**config.mk**
```make
export PLATFORM = sky130hd
export DESIGN_NAME = line_tx_diag_pattern_lbo
export DESIGN_NICKNAME = d
export VERILOG_FILES = /design/src/line_tx_pkg.sv /design/src/bit_stream_if.sv /design/src/tx_pattern_gen.sv /design/src/tx_pulse_shaper.sv /design/src/line_tx_diag_pattern_lbo.sv
export VERILOG_INCLUDE_DIRS = /design/src /design/src/src
export SDC_FILE = /design/constraint.sdc
export NUM_CORES = 1
export LEC_CHECK = 0
export BUFFER_PORTS_ARGS = -buffer_cell sky130_fd_sc_hd__buf_2
export CAP_MARGIN = 15
export CORE_MARGIN = 2
export CORE_UTILIZATION = 40
export CTS_BUF_LIST = sky130_fd_sc_hd__clkbuf_2 sky130_fd_sc_hd__clkbuf_4 sky130_fd_sc_hd__clkbuf_8
export CTS_CLUSTER_DIAMETER = 80
export DETAILED_ROUTE_END_ITERATION = 10
export GPL_ROUTABILITY_DRIVEN = 0
export HOLD_SLACK_MARGIN = 0.08
export SETUP_SLACK_MARGIN = 0.3
export SYNTH_ARGS = -nofsm -noshare
export SYNTH_HDL_FRONTEND = slang
export SYNTH_HIERARCHICAL = 1
export SYNTH_SLANG_ARGS = --single-unit
```
**constraint.sdc**
```tcl
create_clock -name mclk -period 5.9 [get_ports mclk]
set_input_delay 1.18 -clock mclk [delete_from_list [all_inputs] [get_ports mclk]]
set_output_delay 1.18 -clock mclk [all_outputs]
set_load 0.05 [all_outputs]
```
**src/line_tx_regs.svh**
```systemverilog
// Purpose: offsets, field positions, reset values and pattern constants of the line transmitter
// Assumes: 4-bit register address, 8-bit register data
// Notes:   eight shaping segments make one bit period of mclk cycles
//
// Notes on behaviour
// - force-all-ones setting sends continuous ones whatever the framer supplies
// - any selected diagnostic pattern replaces framer data on the line output
// - with digital loopback on, the loopback path carries the diagnostic pattern too
// - global auto option sends AMI all ones while receive signal loss is reported
// - without signal loss, auto option leaves normal transmission untouched
// - loop-up generation repeats the five-bit pattern 00001
// - loop-down generation repeats the three-bit pattern 001
// - quasi-random sequence has period 2^20-1 in T1 and 2^15-1 in E1
// - each segment is a 7-bit code: 6-bit magnitude plus sign in the MSB
// - long-haul setting picks -7.5 dB, -15 dB or -22 dB waveform
// - long-haul pulse is 32 segments spread over four transmit bit periods
// - short-haul pulse is eight segments fixed by the equalizer code
// - equalizer code 01000..01100 picks cable range 0-133 up to 533-655 ft
// - arbitrary mode takes eight programmed 7-bit words, sign 1 means negative
// - arbitrary words reset to zero, so the line sees an all-zero pattern
`ifndef LINE_TX_REGS_SVH
`define LINE_TX_REGS_SVH

`define ADDR_CTRL       4'h0
`define ADDR_SHAPE      4'h1
`define ADDR_STATUS     4'h2
`define ADDR_SEG_BIT    3

`define CTRL_FORCE      0
`define CTRL_LOOP_UP    1
`define CTRL_LOOP_DOWN  2
`define CTRL_PRBS       3
`define CTRL_E1         4
`define CTRL_LOOPBACK   5
`define CTRL_AUTO       6
`define CTRL_LONG_HAUL  7

`define SHAPE_ARB       7
`define SHAPE_LBO_HI    6
`define SHAPE_LBO_LO    5
`define SHAPE_EQC_HI    4

`define CTRL_RST        8'h00
`define SHAPE_RST       8'h08
`define SEG_RST         7'h00

`define SEG_LAST        3'h7
`define LH_SPAN         4
`define LOOP_UP_PAT     5'h01
`define LOOP_UP_LAST    3'h4
`define LOOP_DOWN_PAT   3'h1
`define LOOP_DOWN_LAST  2'h2
`define LFSR_SEED       20'hFFFFF

`define EQC_0_133       5'h08
`define EQC_133_266     5'h09
`define EQC_266_399     5'h0A
`define EQC_399_533     5'h0B
`define EQC_533_655     5'h0C
`define SH_AMP_0        6'h1E
`define SH_AMP_1        6'h22
`define SH_AMP_2        6'h26
`define SH_AMP_3        6'h2A
`define SH_AMP_4        6'h2E

`define LBO_7P5DB       2'h0
`define LBO_15DB        2'h1
`define LH_AMP_7P5      6'h30
`define LH_AMP_15       6'h22
`define LH_AMP_22       6'h16
`define MAG_MAX         10'sh03F

`endif

```
**src/line_tx_pkg.sv**
```systemverilog
// Purpose: types shared by the transmit line logic
// Assumes: constants live in line_tx_regs.svh
// Notes:   every module keeps its whole state in one packed struct
package line_tx_pkg;

    typedef enum logic [5:0] {
        SRC_FRAMER    = 6'h01,
        SRC_FORCE     = 6'h02,
        SRC_AUTO      = 6'h04,
        SRC_LOOP_UP   = 6'h08,
        SRC_LOOP_DOWN = 6'h10,
        SRC_PRBS      = 6'h20
    } tx_src_t;

    typedef logic [7:0][6:0] arb_words_t;

    typedef struct packed {
        logic [19:0] lfsr;
        logic [2:0]  up_cnt;
        logic [1:0]  down_cnt;
    } gen_state_t;

    typedef struct packed {
        logic [2:0] seg;
        logic [3:0] marks;
        logic [3:0] negs;
        logic       last_neg;
        logic [6:0] dac;
        logic       tip;
        logic       ring;
    } shaper_state_t;

    typedef struct packed {
        logic [7:0] ctrl;
        logic [7:0] shape;
        arb_words_t arb;
        logic       loss_meta;
        logic       loss_sync;
        logic [2:0] seg;
        tx_src_t    src;
        logic       tx_bit;
        logic       step;
        logic       lb_data;
        logic [7:0] rdata;
    } main_state_t;

endpackage : line_tx_pkg

```
**src/bit_stream_if.sv**
```systemverilog
// Purpose: one transmit bit per step between the controller and its helpers
// Assumes: step is a one-cycle pulse once per bit period
// Notes:   gen/ctl pair for the pattern source, drv/shp pair for the shaper
`timescale 1ns/1ps
interface bit_stream_if;
    logic step;
    logic bit_val;
    modport gen (input step, output bit_val);
    modport ctl (output step, input bit_val);
    modport drv (output step, output bit_val);
    modport shp (input step, input bit_val);
endinterface : bit_stream_if

```
**src/tx_pattern_gen.sv**
```systemverilog
// Purpose: loop-up, loop-down and quasi-random bit sources
// Assumes: bus.step advances the selected and unselected sources alike
// Notes:   bit_val is combinational from state and the current selection
`timescale 1ns/1ps
`include "line_tx_regs.svh"
module tx_pattern_gen import line_tx_pkg::*; (
    // clock and reset
    input  wire logic mclk,
    input  wire logic reset_n,
    // control
    input  wire tx_src_t sel,
    input  wire logic    e1_mode,
    // stream
    bit_stream_if.gen    bus
);
    gen_state_t s_reg;
    gen_state_t s_next;
    logic       fb;

    always_comb begin
        s_next = s_reg;
        // T1 x^20+x^17+1, E1 x^15+x^14+1
        fb = e1_mode ? (s_reg.lfsr[14] ^ s_reg.lfsr[13]) : (s_reg.lfsr[19] ^ s_reg.lfsr[16]);
        if (bus.step) begin
            s_next.lfsr = {s_reg.lfsr[18:0], fb};
            s_next.up_cnt = (s_reg.up_cnt == `LOOP_UP_LAST) ? 3'h0 : s_reg.up_cnt + 3'h1;
            s_next.down_cnt = (s_reg.down_cnt == `LOOP_DOWN_LAST) ? 2'h0
                                                                  : s_reg.down_cnt + 2'h1;
        end
        case (sel)
            SRC_LOOP_UP:   bus.bit_val = 1'(`LOOP_UP_PAT >> (`LOOP_UP_LAST - s_reg.up_cnt));
            SRC_LOOP_DOWN: bus.bit_val = 1'(`LOOP_DOWN_PAT
                                            >> (`LOOP_DOWN_LAST - s_reg.down_cnt));
            SRC_PRBS:      bus.bit_val = e1_mode ? s_reg.lfsr[14] : s_reg.lfsr[19];
            default:       bus.bit_val = 1'b0;
        endcase
    end

    always_ff @(posedge mclk) begin
        if (!reset_n) begin
            s_reg <= '{lfsr: `LFSR_SEED, up_cnt: 3'h0, down_cnt: 2'h0};
        end else begin
            s_reg <= s_next;
        end
    end
endmodule : tx_pattern_gen

```
**src/tx_pulse_shaper.sv**
```systemverilog
// Purpose: AMI marks to 7-bit sign-magnitude DAC segment codes
// Assumes: bus.step arrives every eight mclk cycles
// Notes:   long haul sums the tails of the marks in the last four bit periods
`timescale 1ns/1ps
`include "line_tx_regs.svh"
module tx_pulse_shaper import line_tx_pkg::*; (
    // clock and reset
    input  wire logic       mclk,
    input  wire logic       reset_n,
    // shaping setup
    input  wire logic       long_haul,
    input  wire logic       arb_mode,
    input  wire logic [1:0] line_build_out_setting,
    input  wire logic [4:0] equalizer_code,
    input  wire arb_words_t arb,
    // stream and line
    bit_stream_if.shp       bus,
    output logic [6:0]      dac_code,
    output logic            line_out_tip,
    output logic            line_out_ring
);
    shaper_state_t s_reg;
    shaper_state_t s_next;
    logic signed [9:0] lvl;
    logic [9:0]        mag;
    logic [5:0]        sh_lvl;

    function automatic logic signed [9:0] lh_shape(input logic [4:0] idx, input logic [1:0] sel);
        logic [5:0] amp;
        amp = (sel == `LBO_7P5DB) ? `LH_AMP_7P5 : (sel == `LBO_15DB) ? `LH_AMP_15 : `LH_AMP_22;
        if (idx < 5'h08)      lh_shape = $signed({4'h0, amp});
        else if (idx < 5'h0C) lh_shape = -$signed({6'h00, amp[5:2]});
        else if (idx < 5'h10) lh_shape = -$signed({7'h00, amp[5:3]});
        else                  lh_shape = 10'sh000;
    endfunction : lh_shape

    function automatic logic [5:0] sh_amp(input logic [4:0] eqc);
        case (eqc)
            `EQC_0_133:   sh_amp = `SH_AMP_0;
            `EQC_133_266: sh_amp = `SH_AMP_1;
            `EQC_266_399: sh_amp = `SH_AMP_2;
            `EQC_399_533: sh_amp = `SH_AMP_3;
            `EQC_533_655: sh_amp = `SH_AMP_4;
            default:      sh_amp = `SH_AMP_0;
        endcase
    endfunction : sh_amp

    assign sh_lvl = sh_amp(equalizer_code);

    always_comb begin
        s_next = s_reg;
        lvl = 10'sh000;
        if (bus.step) begin
            s_next.seg = 3'h0;
            s_next.marks = {s_reg.marks[2:0], bus.bit_val};
            s_next.negs = {s_reg.negs[2:0], bus.bit_val & ~s_reg.last_neg};
            if (bus.bit_val) s_next.last_neg = ~s_reg.last_neg;
        end else begin
            s_next.seg = s_reg.seg + 3'h1;
        end
        if (long_haul) begin
            for (int a = 0; a < `LH_SPAN; a++) begin
                if (s_next.marks[a]) begin
                    lvl = s_next.negs[a]
                        ? lvl - lh_shape({a[1:0], s_next.seg}, line_build_out_setting)
                        : lvl + lh_shape({a[1:0], s_next.seg}, line_build_out_setting);
                end
            end
        end else if (s_next.marks[0]) begin
            if (arb_mode) begin
                lvl = $signed({4'h0, arb[s_next.seg][5:0]});
                if (arb[s_next.seg][6] ^ s_next.negs[0]) lvl = -lvl;
            end else begin
                if (s_next.seg < 3'h4) lvl = $signed({4'h0, sh_amp(equalizer_code)});
                else if (s_next.seg < 3'h6) lvl = -$signed({7'h00, sh_lvl[5:3]});
                if (s_next.negs[0]) lvl = -lvl;
            end
        end
        mag = (lvl < 0) ? 10'(-lvl) : 10'(lvl);
        if ($signed(mag) > `MAG_MAX) mag = 10'(`MAG_MAX);
        s_next.dac = {lvl < 0, mag[5:0]};
        if (mag == 10'h000) s_next.dac = 7'h00;
        s_next.tip = (mag != 10'h000) && !(lvl < 0);
        s_next.ring = (mag != 10'h000) && (lvl < 0);
    end

    always_ff @(posedge mclk) begin
        if (!reset_n) begin
            s_reg <= '0;
        end else begin
            s_reg <= s_next;
        end
    end

    assign dac_code = s_reg.dac;
    assign line_out_tip = s_reg.tip;
    assign line_out_ring = s_reg.ring;
endmodule : tx_pulse_shaper

```
**src/line_tx_diag_pattern_lbo.sv**
```systemverilog
// Purpose: transmit line channel: diagnostic override, loopback tap, pulse shaping
// Assumes: framer_data is on mclk and held while framer_take is low
// Notes:   one bit period is eight mclk cycles, one per shaping segment
//
// Implementation choices: the address map and the plain strobed port.
`timescale 1ns/1ps
`include "line_tx_regs.svh"
module line_tx_diag_pattern_lbo import line_tx_pkg::*; (
    // clock and reset
    input  wire logic       mclk,
    input  wire logic       reset_n,
    // register port
    input  wire logic [3:0] reg_addr,
    input  wire logic [7:0] reg_wdata,
    input  wire logic       reg_wr,
    input  wire logic       reg_rd,
    output logic [7:0]      reg_rdata,
    // framer side
    input  wire logic       framer_data,
    output logic            framer_take,
    // receiver status pin
    input  wire logic       receive_signal_loss,
    // loopback path
    output logic            loopback_data,
    // line side
    output logic [6:0]      dac_code,
    output logic            line_out_tip,
    output logic            line_out_ring
);
    main_state_t s_reg;
    main_state_t s_next;
    tx_src_t     pick;

    bit_stream_if gen_bus ();
    bit_stream_if shp_bus ();

    ////////////////////////////////////////////////////////////////////////////////
    // helpers

    function automatic tx_src_t choose(input logic [7:0] ctrl, input logic loss);
        if (ctrl[`CTRL_FORCE])                  choose = SRC_FORCE;
        else if (ctrl[`CTRL_AUTO] && loss)      choose = SRC_AUTO;
        else if (ctrl[`CTRL_LOOP_UP])           choose = SRC_LOOP_UP;
        else if (ctrl[`CTRL_LOOP_DOWN])         choose = SRC_LOOP_DOWN;
        else if (ctrl[`CTRL_PRBS])              choose = SRC_PRBS;
        else                                    choose = SRC_FRAMER;
    endfunction : choose

    function automatic logic [7:0] read_word(input main_state_t st, input logic [3:0] a);
        if (a[`ADDR_SEG_BIT]) begin
            read_word = {1'b0, st.arb[a[2:0]]};
        end else begin
            case (a)
                `ADDR_CTRL:   read_word = st.ctrl;
                `ADDR_SHAPE:  read_word = st.shape;
                `ADDR_STATUS: read_word = {st.src, st.tx_bit, st.loss_sync};
                default:      read_word = 8'h00;
            endcase
        end
    endfunction : read_word

    ////////////////////////////////////////////////////////////////////////////////
    // next state

    always_comb begin
        s_next = s_reg;
        // two flops before the loss pin is used anywhere
        s_next.loss_meta = receive_signal_loss;
        s_next.loss_sync = s_reg.loss_meta;
        s_next.rdata = 8'h00;
        s_next.step = 1'b0;
        s_next.seg = s_reg.seg + 3'h1;
        pick = choose(s_reg.ctrl, s_reg.loss_sync);

        if (reg_wr) begin
            if (reg_addr[`ADDR_SEG_BIT]) begin
                s_next.arb[reg_addr[2:0]] = reg_wdata[6:0];
            end else begin
                case (reg_addr)
                    `ADDR_CTRL:  s_next.ctrl = reg_wdata;
                    `ADDR_SHAPE: s_next.shape = reg_wdata;
                    default:     s_next.ctrl = s_reg.ctrl;
                endcase
            end
        end
        if (reg_rd) begin
            s_next.rdata = read_word(s_reg, reg_addr);
        end

        if (s_reg.seg == `SEG_LAST) begin
            s_next.step = 1'b1;
            s_next.src = pick;
            case (pick)
                SRC_FRAMER:    s_next.tx_bit = framer_data;
                SRC_FORCE:     s_next.tx_bit = 1'b1;
                SRC_AUTO:      s_next.tx_bit = 1'b1;
                SRC_LOOP_UP:   s_next.tx_bit = gen_bus.bit_val;
                SRC_LOOP_DOWN: s_next.tx_bit = gen_bus.bit_val;
                SRC_PRBS:      s_next.tx_bit = gen_bus.bit_val;
                default:       s_next.tx_bit = framer_data;
            endcase
            // loopback sees the overridden bit, not the raw framer bit
            s_next.lb_data = s_next.tx_bit & s_reg.ctrl[`CTRL_LOOPBACK];
        end
        if (!s_reg.ctrl[`CTRL_LOOPBACK]) begin
            s_next.lb_data = 1'b0;
        end
    end

    always_ff @(posedge mclk) begin
        if (!reset_n) begin
            s_reg.ctrl <= `CTRL_RST;
            s_reg.shape <= `SHAPE_RST;
            for (int i = 0; i < 8; i++) begin
                s_reg.arb[i] <= `SEG_RST;
            end
            s_reg.loss_meta <= 1'b0;
            s_reg.loss_sync <= 1'b0;
            s_reg.seg <= 3'h0;
            s_reg.src <= SRC_FRAMER;
            s_reg.tx_bit <= 1'b0;
            s_reg.step <= 1'b0;
            s_reg.lb_data <= 1'b0;
            s_reg.rdata <= 8'h00;
        end else begin
            s_reg <= s_next;
        end
    end

    ////////////////////////////////////////////////////////////////////////////////
    // helpers and outputs

    // the pattern sources advance after the bit is taken, so a selection change
    // continues from wherever each sequence stands rather than restarting it
    assign gen_bus.step = s_reg.step;
    assign shp_bus.step = s_reg.step;
    assign shp_bus.bit_val = s_reg.tx_bit;

    tx_pattern_gen u_gen (
        .mclk    (mclk),
        .reset_n (reset_n),
        .sel     (pick),
        .e1_mode (s_reg.ctrl[`CTRL_E1]),
        .bus     (gen_bus)
    );

    tx_pulse_shaper u_shp (
        .mclk                   (mclk),
        .reset_n                (reset_n),
        .long_haul              (s_reg.ctrl[`CTRL_LONG_HAUL]),
        .arb_mode               (s_reg.shape[`SHAPE_ARB]),
        .line_build_out_setting (s_reg.shape[`SHAPE_LBO_HI:`SHAPE_LBO_LO]),
        .equalizer_code         (s_reg.shape[`SHAPE_EQC_HI:0]),
        .arb                    (s_reg.arb),
        .bus                    (shp_bus),
        .dac_code               (dac_code),
        .line_out_tip           (line_out_tip),
        .line_out_ring          (line_out_ring)
    );

    assign reg_rdata = s_reg.rdata;
    assign framer_take = s_reg.step;
    assign loopback_data = s_reg.lb_data;
endmodule : line_tx_diag_pattern_lbo

```
==> results.md, run 1 <==
* Met3 Routed Length at 928 µm
* CTS resizes at 0
* DRT antenna net count at 0
* Max Clk Rate at about 200 MHz
* H-tree levels at 4
* Vias in the first global route at 6,408
* Placed cell count at 1,179
* Vert. Die Dim at 146 µm
* Post-DP HPWL at between 10,000 and 15,000 µm
* Via/cell ratio at 5.63
* GR Overflow Total at 0
* Minimum clock period at 4950 ps
* CTS hold repair buffers at 0
* Top Metal Used: met4
* Initial DRC Count at 628
* Layout cell share with drive strength beyond 1 at 0.141
* First-pass GRT wire length at 34,900 µm
* Clock Skews at 12.4 ps
* Yosys cell types at a little over 90
* Endpoint type of the worst setup path: flop
* Commonest register cell after synthesis: dfxtp_1
* Final non-filler cell total at about 1.2k
* MaxCap Viol Count at 0
* Leak at approximately 0.0032 µW
* Port Buffers at 36
* Final hold vios at 0
* Top-area cell type share of the netlist area at 0.336
* Die area at 0.0214 mm²
* Total CTS buffers at 17
* Maximum clock path buffer count at 2
* Setup CP Type: reg -> reg
* Worst skew pair latency at 450 ps
* Async SR Flop Fraction at 0
* Initial Util at 0.405
* Vias at 6,807
* Max VDD drop at between 0.00015 and 0.0002 V
* Die Span X at roughly 150 µm
* Slew @ Worst Pin at 892 ps
* CTS Sinks at ~140
* Max FFs per register at 82
* CP Data Arrival Time at approximately 5300 ps
* Synthesized area per cell at 8.55 µm²
* Commonest non-fill, non-tap cell in the layout: dfxtp_1
* Clock transition at path regs at 80 ps
* WHS at 427 ps
* Number of diodes at 0
* Part of the Yosys area used for sequential elements at 0.336
* Nets at roughly 970
* Hold Crit Class: reg -> reg
* Slew margin rel. at 0.403
* DRC at 0
* CTS tree: built
* CP Max Fanout at 14
* Io pins at 37
* Yosys reg bits at 136
* Synth Instances at 948
* Area Growth Syn to Fin at 6.11%
* Mapped Area at roughly 0.0081 mm²
* Final setup TNS at 0 ps
* Status: finished clean
* Final worst-path cycle share at 0.838
* Yosys synthesis warning count at 6
* Wl on met1 at 10,500 µm
* Highest-count cells in the layout ignoring fill and taps: dfxtp_1 (135), nand2_1 (95), mux2i_1 (78), o21ai_0 (71)
* Synth area leader: dfxtp_1
* Synth area leaders: dfxtp_1 (34%), mux2i_1 (9.6%), nand2_1 (4.4%), o21ai_0 (4.4%), a21oi_1 (4.3%)
* Largest net degree at the start of global routing at between 70 and 80
* Setup-failing EPs final at 0
* Mapped Nets at 988
* RSZ-0062 raised after global routing: false
* CP Launch Type: flop
* Core ar. at 0.0200 mm²
* Detailed Route WL at 21,300 µm
* Total Power at between 1500 and 2000 µW
* Hold path depth at 1
* Root buffer cell: clkbuf_8
* Number of synthesized flops with an enable pin at 0
* WL met2 at 9570 µm
* Gr usage total at 0.203
* Critical path required time at 6230 ps
* Initial antenna violation count at 0
* Row count at 52
* Post-CTS setup buffers at 0
* R2R cell count at 20
* Slew Viols, Final at 0
* PD cells at 232 mW/mm²
* First drt pass iteration count at 8
* Drt wl/cell at roughly 18 µm
==> cell usage after synthesis, types with 4 or more instances <==
cell type,instances
inv_1,21
a221oi_1,8
nand3b_1,4
buf_2,20
buf_6,8
dfxtp_1,136
and2_1,18
o21bai_1,5
a31oi_1,14
xnor2_1,6
ha_1,21
and3_1,4
nor2_1,70
buf_4,21
nand3_1,6
nor4_1,5
nor3_1,21
a22oi_1,7
clkbuf_1,30
mux2i_1,78
mux2_2,17
nand4_1,5
a211o_1,7
nor2b_1,16
o21a_1,18
nand2_1,95
or3b_2,10
a211oi_1,11
o21ai_0,71
xor2_1,15
o31ai_1,5
a311oi_1,6
nand2b_1,7
o21ai_1,4
a21oi_1,70
==> critical path, stage by stage, from the launching register on <==
cell	delay, ps
dfxtp_1	330
ha_1	240
xnor2_2	170
nor2_2	50
inv_1	320
ha_1	330
ha_1	300
o21ai_0	180
ha_1	310
a21oi_1	170
nand2_1	80
o211ai_1	210
mux2_2	370
o21ai_0	310
a211oi_2	120
buf_4	200
nor2_1	120
xor2_1	90
nor3_1	160
or3b_1	410
o311a_1	350
==> per-layer routing <==
metal	vias to the layer above	global-route usage
met4	0	0.0544
met5	-	0
met3	21	0.0419
met1	3254	0.288
li1	3359	-
met2	173	0.312
==> final cells by class <==
cell class	instances	area, µm²
tap	270	338
sequential	136	2720
multi-input combinational	706	4810
timing repair buffer	45	248
clock inverter	10	118
inverter	22	82.6
clock buffer	21	283
fill	2069	11400
==> logic make-up (layout without fill, tap and decap cells) <==
| kind of cell | after synthesis | after routing | share of synthesized area |
|---|---|---|---|
| compound gates | 269 | 269 | 0.217 |
| xor+xnor | 22 | 22 | 0.0247 |
| fa+ha+maj | 22 | 22 | 0.0349 |
| buf+inv | 106 | 98 | 0.0708 |
| flops | 136 | 136 | 0.336 |
| mux | 98 | 98 | 0.127 |
| simple gates | 295 | 295 | 0.190 |
==> through the flow <==
step,worst slack [ps],area [µm²],util
floorplan,1210,8110,-
global route,645,8600,0.429
detailed placement,974,8200,0.409
global placement,1100,8200,0.409
CTS,958,8600,0.429
finish,954,8600,0.429
==> where the power goes <==
part	total, µW	leakage [µW]	internal, µW	switching, µW
sequential	939	0.00110	929	9.61
combinational	264	0.00189	85.6	178
clock	790	0.000206	414	377
==> final timing paths <==
kind / from / endpoint / slack, ps
setup / recovery: u_shp/s_reg[18] / u_shp/line_out_tip / 950
setup reg to reg: u_shp/s_reg[18] / u_shp/line_out_tip / 950
hold / removal: s_reg[17] / s_reg[17] / 430
hold reg to reg: s_reg[17] / s_reg[17] / 430
No activity file was read; power rests on OpenSTA's default activity.
==> run 2, diff against run 1 <==
==> constraint.sdc (replaced) <==
create_clock -name mclk -period 4.3 [get_ports mclk]
set_input_delay 0.86 -clock mclk [delete_from_list [all_inputs] [get_ports mclk]]
set_output_delay 0.86 -clock mclk [all_outputs]
set_load 0.05 [all_outputs]
==> run 2 against run 1 <==
  * Routed wire length up 4.3%
  * Final cell count up 2.6%
  * Count of clock-buffer cells in the layout down 1
  * Via count up 3.5%
  * Critical path depth down 1
  * Sequential power up 37%
  * First-iteration DRC count up 1.3%
  * Non-clock buffer count up 30
  * Largest power group unchanged
  * Sequential share of layout area down 1.6 points
  * Maximum frequency up 20%
  * Clock power up 62%
==> results.md, run 2 (synthesized netlist as in run 1, its figures left out) <==
* Initial antenna violation count at 0
* Io pins at 37
* Endpoint type of the worst setup path: flop
* Final setup margin at between 150 and 200 ps
* Area Growth Syn to Fin at 12.1%
* Final hold vios at 0
* Commonest non-fill, non-tap cell in the layout: dfxtp_1
* Post-DP HPWL at 15,200 µm
* DRC at 0
* Clock Skews at 21.6 ps
* Gr usage total at 0.209
* Slew @ Worst Pin at 852 ps
* CTS hold repair buffers at 0
* DRT antenna net count at 0
* Number of diodes at 0
* Minimum clock period at a little over 4000 ps
* Setup-failing EPs final at 0
* Critical path required time at 4630 ps
* Vert. Die Dim at 146 µm
* Crit path max-delay family: compound AO/OA/AOI/OAI gates
* Most used cell along the critical path: buf_4
* Placed Area at 0.00840 mm²
* Via/cell ratio at roughly 5.7
* CP bufs+invs at 5
* PD cells at 328 mW/mm²
* Port Buffers at 36
* Crit-path cells: ha_4, xnor2_4, nor2_2, buf_4, buf_4, buf_4, o22ai_1, fa_1, mux2_2, a21oi_1, o31ai_1, inv_1, ha_1, inv_1, nor3b_2, nor2_2, xor2_1, or3b_4, o311a_1
* CTS Sinks at about 140
* Max VDD drop at 0.000261 V
* RSZ-0062 raised after global routing: true
* Pre-CTS setup slack at 45.9 ps
* Nets at 998
* Critical path's slowest cell: fa_1
* Placed cell count at 1,196
* Fin area at approximately 0.0091 mm²
* Maximum clock path buffer count at 2
* Slew margin rel. at 0.432
* Area occupied by multi-input gates at approximately 0.005 mm²
* Status: finished clean
* WHS at roughly 430 ps
* Number of fill cells in the layout at roughly 2.0k
* Hold Crit Class: reg -> reg
* Highest-count cells in the layout ignoring fill and taps: dfxtp_1 (133), nand2_1 (95), mux2i_1 (77)
* Leak at 0.00340 µW
* Max FFs per register at 82
* Row count at 52
* Register area at around 0.0027 mm²
* Root buffer cell: clkbuf_8
* Max Clk Rate at 243 MHz
* H-tree levels at 4
* GR Overflow Total at 0
* Final setup TNS at 0 ps
* Clock transition at path regs at 80 ps
* Layout cell share with drive strength beyond 1 at 0.194
* Die Span X at 146 µm
* First drt pass iteration count at 5
* CP Max Fanout at 11
* Drt wl/cell at 17.9 µm
* Initial Util at 0.405
* Total CTS buffers at 17
* Largest net degree at the start of global routing at 51
* First-pass GRT wire length at 35,900 µm
* Core ar. at 0.0200 mm²
* Setup CP Type: reg -> reg
* CP peak stage delay at between 400 and 500 ps
* Die area at 0.0214 mm²
* Slew Viols, Final at 0
* Worst skew pair latency at 460 ps
* Vias in the first global route at 6,540
* Detailed Route WL at 22,200 µm
* CTS tree: built
* Final worst-path cycle share at 0.957
* CP Launch Type: flop
* Vias at slightly above 7k
* MaxCap Viol Count at 0
* Initial DRC Count at about 640
* CP Data Arrival Time at around 4500 ps
* Final non-filler cell total at 1,241
run 2: cell count changes in the layout (fill, tap and decap cells not counted), sizes merged:
cell / delta
clkbuf: -1
clkinv: -3
inv: +2
buf: +30
bufinv: +3
run 2: stage by stage:
stage / utilization / total power (µW)
after global placement: 0.419 / 1700
final: 0.453 / 2980
after global routing: 0.453 / 3090
after floorplan: - / 1610
after CTS: 0.448 / 2990
after detailed placement: 0.419 / 1700
run 2: worst paths after layout:
kind / depth (start not counted) / from / endpoint / slack [ps]
setup / recovery: 19 / u_shp/s_reg[18] / u_shp/line_out_tip / 180
hold / removal: 1 / s_reg[17] / s_reg[17] / 430
setup reg to reg: 19 / u_shp/s_reg[18] / u_shp/line_out_tip / 180
hold reg to reg: 1 / s_reg[17] / s_reg[17] / 430
run 2: layer usage:
layer	vias up	share of wire	global-route usage
met5	-	0	0
met4	0	0.017	0.0646
met3	25	0.051	0.0341
met2	231	0.46	0.331
met1	3363	0.47	0.291
li1	3424	-	-
run 2: cell type report:
type	instances	share of cell area
Inverter	22	0.00909
Multi-Input combinational cell	706	0.549
Sequential cell	136	0.300
Clock inverter	12	0.0231
Tap cell	270	0.0372
Timing Repair Buffer	75	0.0520
Clock buffer	20	0.0289
run 2: where the power goes:
part,switching (µW),total [µW],internal [µW],leakage [µW]
Sequential,13.7,1290,1270,0.00110
Combinational,262,416,154,0.00206
Clock,551,1280,729,0.000236
Total,827,2980,2160,0.00340
run 2: what timing repair did:
item,4_1_cts,5_1_grt
endpoints found under the hold margin,0,0
setup endpoints to repair,9,9
pin swaps,7,5
setup buffers,9,4
resized for setup,8,14
==> run 3, diff against run 2 <==
--- a/config.mk
+++ b/config.mk
@@ -15,6 +15,7 @@
 export DETAILED_ROUTE_END_ITERATION = 10
 export GPL_ROUTABILITY_DRIVEN = 0
 export HOLD_SLACK_MARGIN = 0.08
+export MAX_ROUTING_LAYER = met4
 export SETUP_SLACK_MARGIN = 0.3
 export SYNTH_ARGS = -nofsm -noshare
 export SYNTH_HDL_FRONTEND = slang
==> run 3 against run 2 <==
  * Die area stayed put
  * Via count is 0.50% lower
  * Non-clock buffer count stayed put
  * Combinational power hardly changed
  * Global-route usage is 0.65 points higher
  * First-iteration DRC count is 5.7% lower
  * Cell area stayed put
  * Maximum frequency is 0.13% higher
  * Largest cell class unchanged
==> results.md, run 3 (synthesized netlist as in run 1, its figures left out) <==
* Sw Share at 0.278
* DRC at 0
* First-pass GRT wire length at 35,900 µm
* Placed cell count at approximately 1.2k
* Root buffer cell: clkbuf_8
* Drt wl/cell at 18.0 µm
* Detailed Route WL at 22,300 µm
* Gate power share at 0.140
* Vert. Die Dim at 146 µm
* RSZ-0062 raised after global routing: true
* Hold_sp: s_reg[17]
* Register share of total power at 0.431
* Vias at 7,008
* H-tree levels at 4
* PD cells at 329 mW/mm²
* CP Data Arrival Time at 4450 ps
* First drt pass iteration count at 5
* Crit path from: u_shp/s_reg[18]
* DRT antenna net count at 0
* Maximum clock path buffer count at 2
* CP Launch Type: flop
* Nets at 998
* Setup CP Type: reg -> reg
* Core ar. at 0.0200 mm²
* Initial DRC Count at 600
* Status: finished clean
* Total Power at 2990 µW
* Total CTS buffers at 17
* Endpoint type of the worst setup path: flop
* Gr usage total at 0.215
* Area Growth Syn to Fin at 12.1%
* Hold Crit Class: reg -> reg
* Leak at 0.00340 µW
* Vias in the first global route at ~6.6k
* Commonest non-fill, non-tap cell in the layout: dfxtp_1
* Final hold vios at 0
* CP Max Fanout at 11
* Max FFs per register at a little over 80
* GR Overflow Total at 0
* FF-to-FF Start: u_shp/s_reg[18]
* Setup-failing EPs final at 0
* Slew margin rel. at 0.433
* Clock Skews at 23.6 ps
* Io pins at 37
* Minimum clock period at 4110 ps
* Max Clk Rate at 243 MHz
* Final worst-path cycle share at 0.956
* Initial antenna violation count at 0
* Die Span X at 146 µm
* Clock power frac at 0.429
* Highest-count cells in the layout ignoring fill and taps: dfxtp_1 (133), nand2_1 (95), mux2i_1 (77)
* Switching power at around 830 µW
* Layout cell share with drive strength beyond 1 at 0.194
* Die area at between 0.02 and 0.025 mm²
* Critical path required time at 4640 ps
* Slew @ Worst Pin at 850 ps
* Post-DP HPWL at approximately 15,000 µm
* Initial Util at 0.405
* CTS Sinks at 136
* Largest net degree at the start of global routing at between 50 and 60
* Number of diodes at 0
* Final non-filler cell total at about 1.2k
* Final setup TNS at 0 ps
* MaxCap Viol Count at 0
* Via/cell ratio at 5.65
* Slew Viols, Final at 0
* Clock transition at path regs at 80 ps
* CTS hold repair buffers at 0
* Row count at 52
* Max VDD drop at 0.000262 V
* Port Buffers at 36
* Cell Int Power at 2160 µW
* CTS tree: built
* Worst skew pair latency at 460 ps
[run 3: cell counts in the layout (fill, tap and decap cells not counted)]
Identical to the previous run, type by type.
[run 3: power by group through the flow]
stage / Combinational, µW / Clock (µW) / Sequential [µW]
2_1_floorplan: 293 / 0 / 1310
3_3_place_gp: 381 / 0 / 1320
3_5_place_dp: 383 / 0 / 1320
4_1_cts: 402 / 1300 / 1290
5_1_grt: 452 / 1350 / 1290
6_report: 417 / 1280 / 1290
[run 3: through the flow]
step	setup slack, ps	hold WS [ps]	area, µm²	utilization
after floorplan	182	399	8190	-
after global placement	101	413	8400	0.419
after detailed placement	45.9	419	8400	0.419
after CTS	185	438	8980	0.448
after global routing	34.7	457	9090	0.453
final	190	433	9090	0.453
[run 3: final timing paths]
| path | end | slack, ps | depth (start not counted) |
|---|---|---|---|
| worst max-delay path | u_shp/line_out_tip | 190 | 19 |
| worst min-delay path | s_reg[17] | 430 | 1 |
| worst max register to register | u_shp/line_out_tip | 190 | 19 |
| worst min register to register | s_reg[17] | 430 | 1 |
[run 3: per-layer routing]
metal  routed length [µm]  GRT usage  up-vias
met1                10600      0.292     3352
met4                  410     0.0646        0
met5                    0          -        -
met3                 1110     0.0338       29
met2                10200      0.331      199
li1                     -          -     3428
[run 3: final cells by class]
cell class / count / area [µm²]
Clock inverter: 12 / 210
Timing Repair Buffer: 75 / 473
Inverter: 22 / 82.6
Tap cell: 270 / 338
Clock buffer: 20 / 263
Multi-Input combinational cell: 706 / 4990
Fill cell: 2044 / 11000
Sequential cell: 136 / 2730
[run 3: critical path, stage by stage (launching register included)]
cell and delay, ps:
dfxtp_2 340, ha_4 180, xnor2_4 170, nor2_2 60, buf_4 130, buf_4 120
buf_4 170, o22ai_1 240, fa_1 470, mux2_2 270, a21oi_1 180, o31ai_1 130
inv_1 100, ha_1 160, inv_1 70, nor3b_2 310, nor2_2 60, xor2_1 160
or3b_4 390, o311a_1 290
[run 3: what timing repair did]
action,in CTS,in global routing
pin swaps,7,5
buffers inserted,9,4
gates resized for setup,8,14
setup endpoints to repair,9,9
hold endpoints to repair,0,0
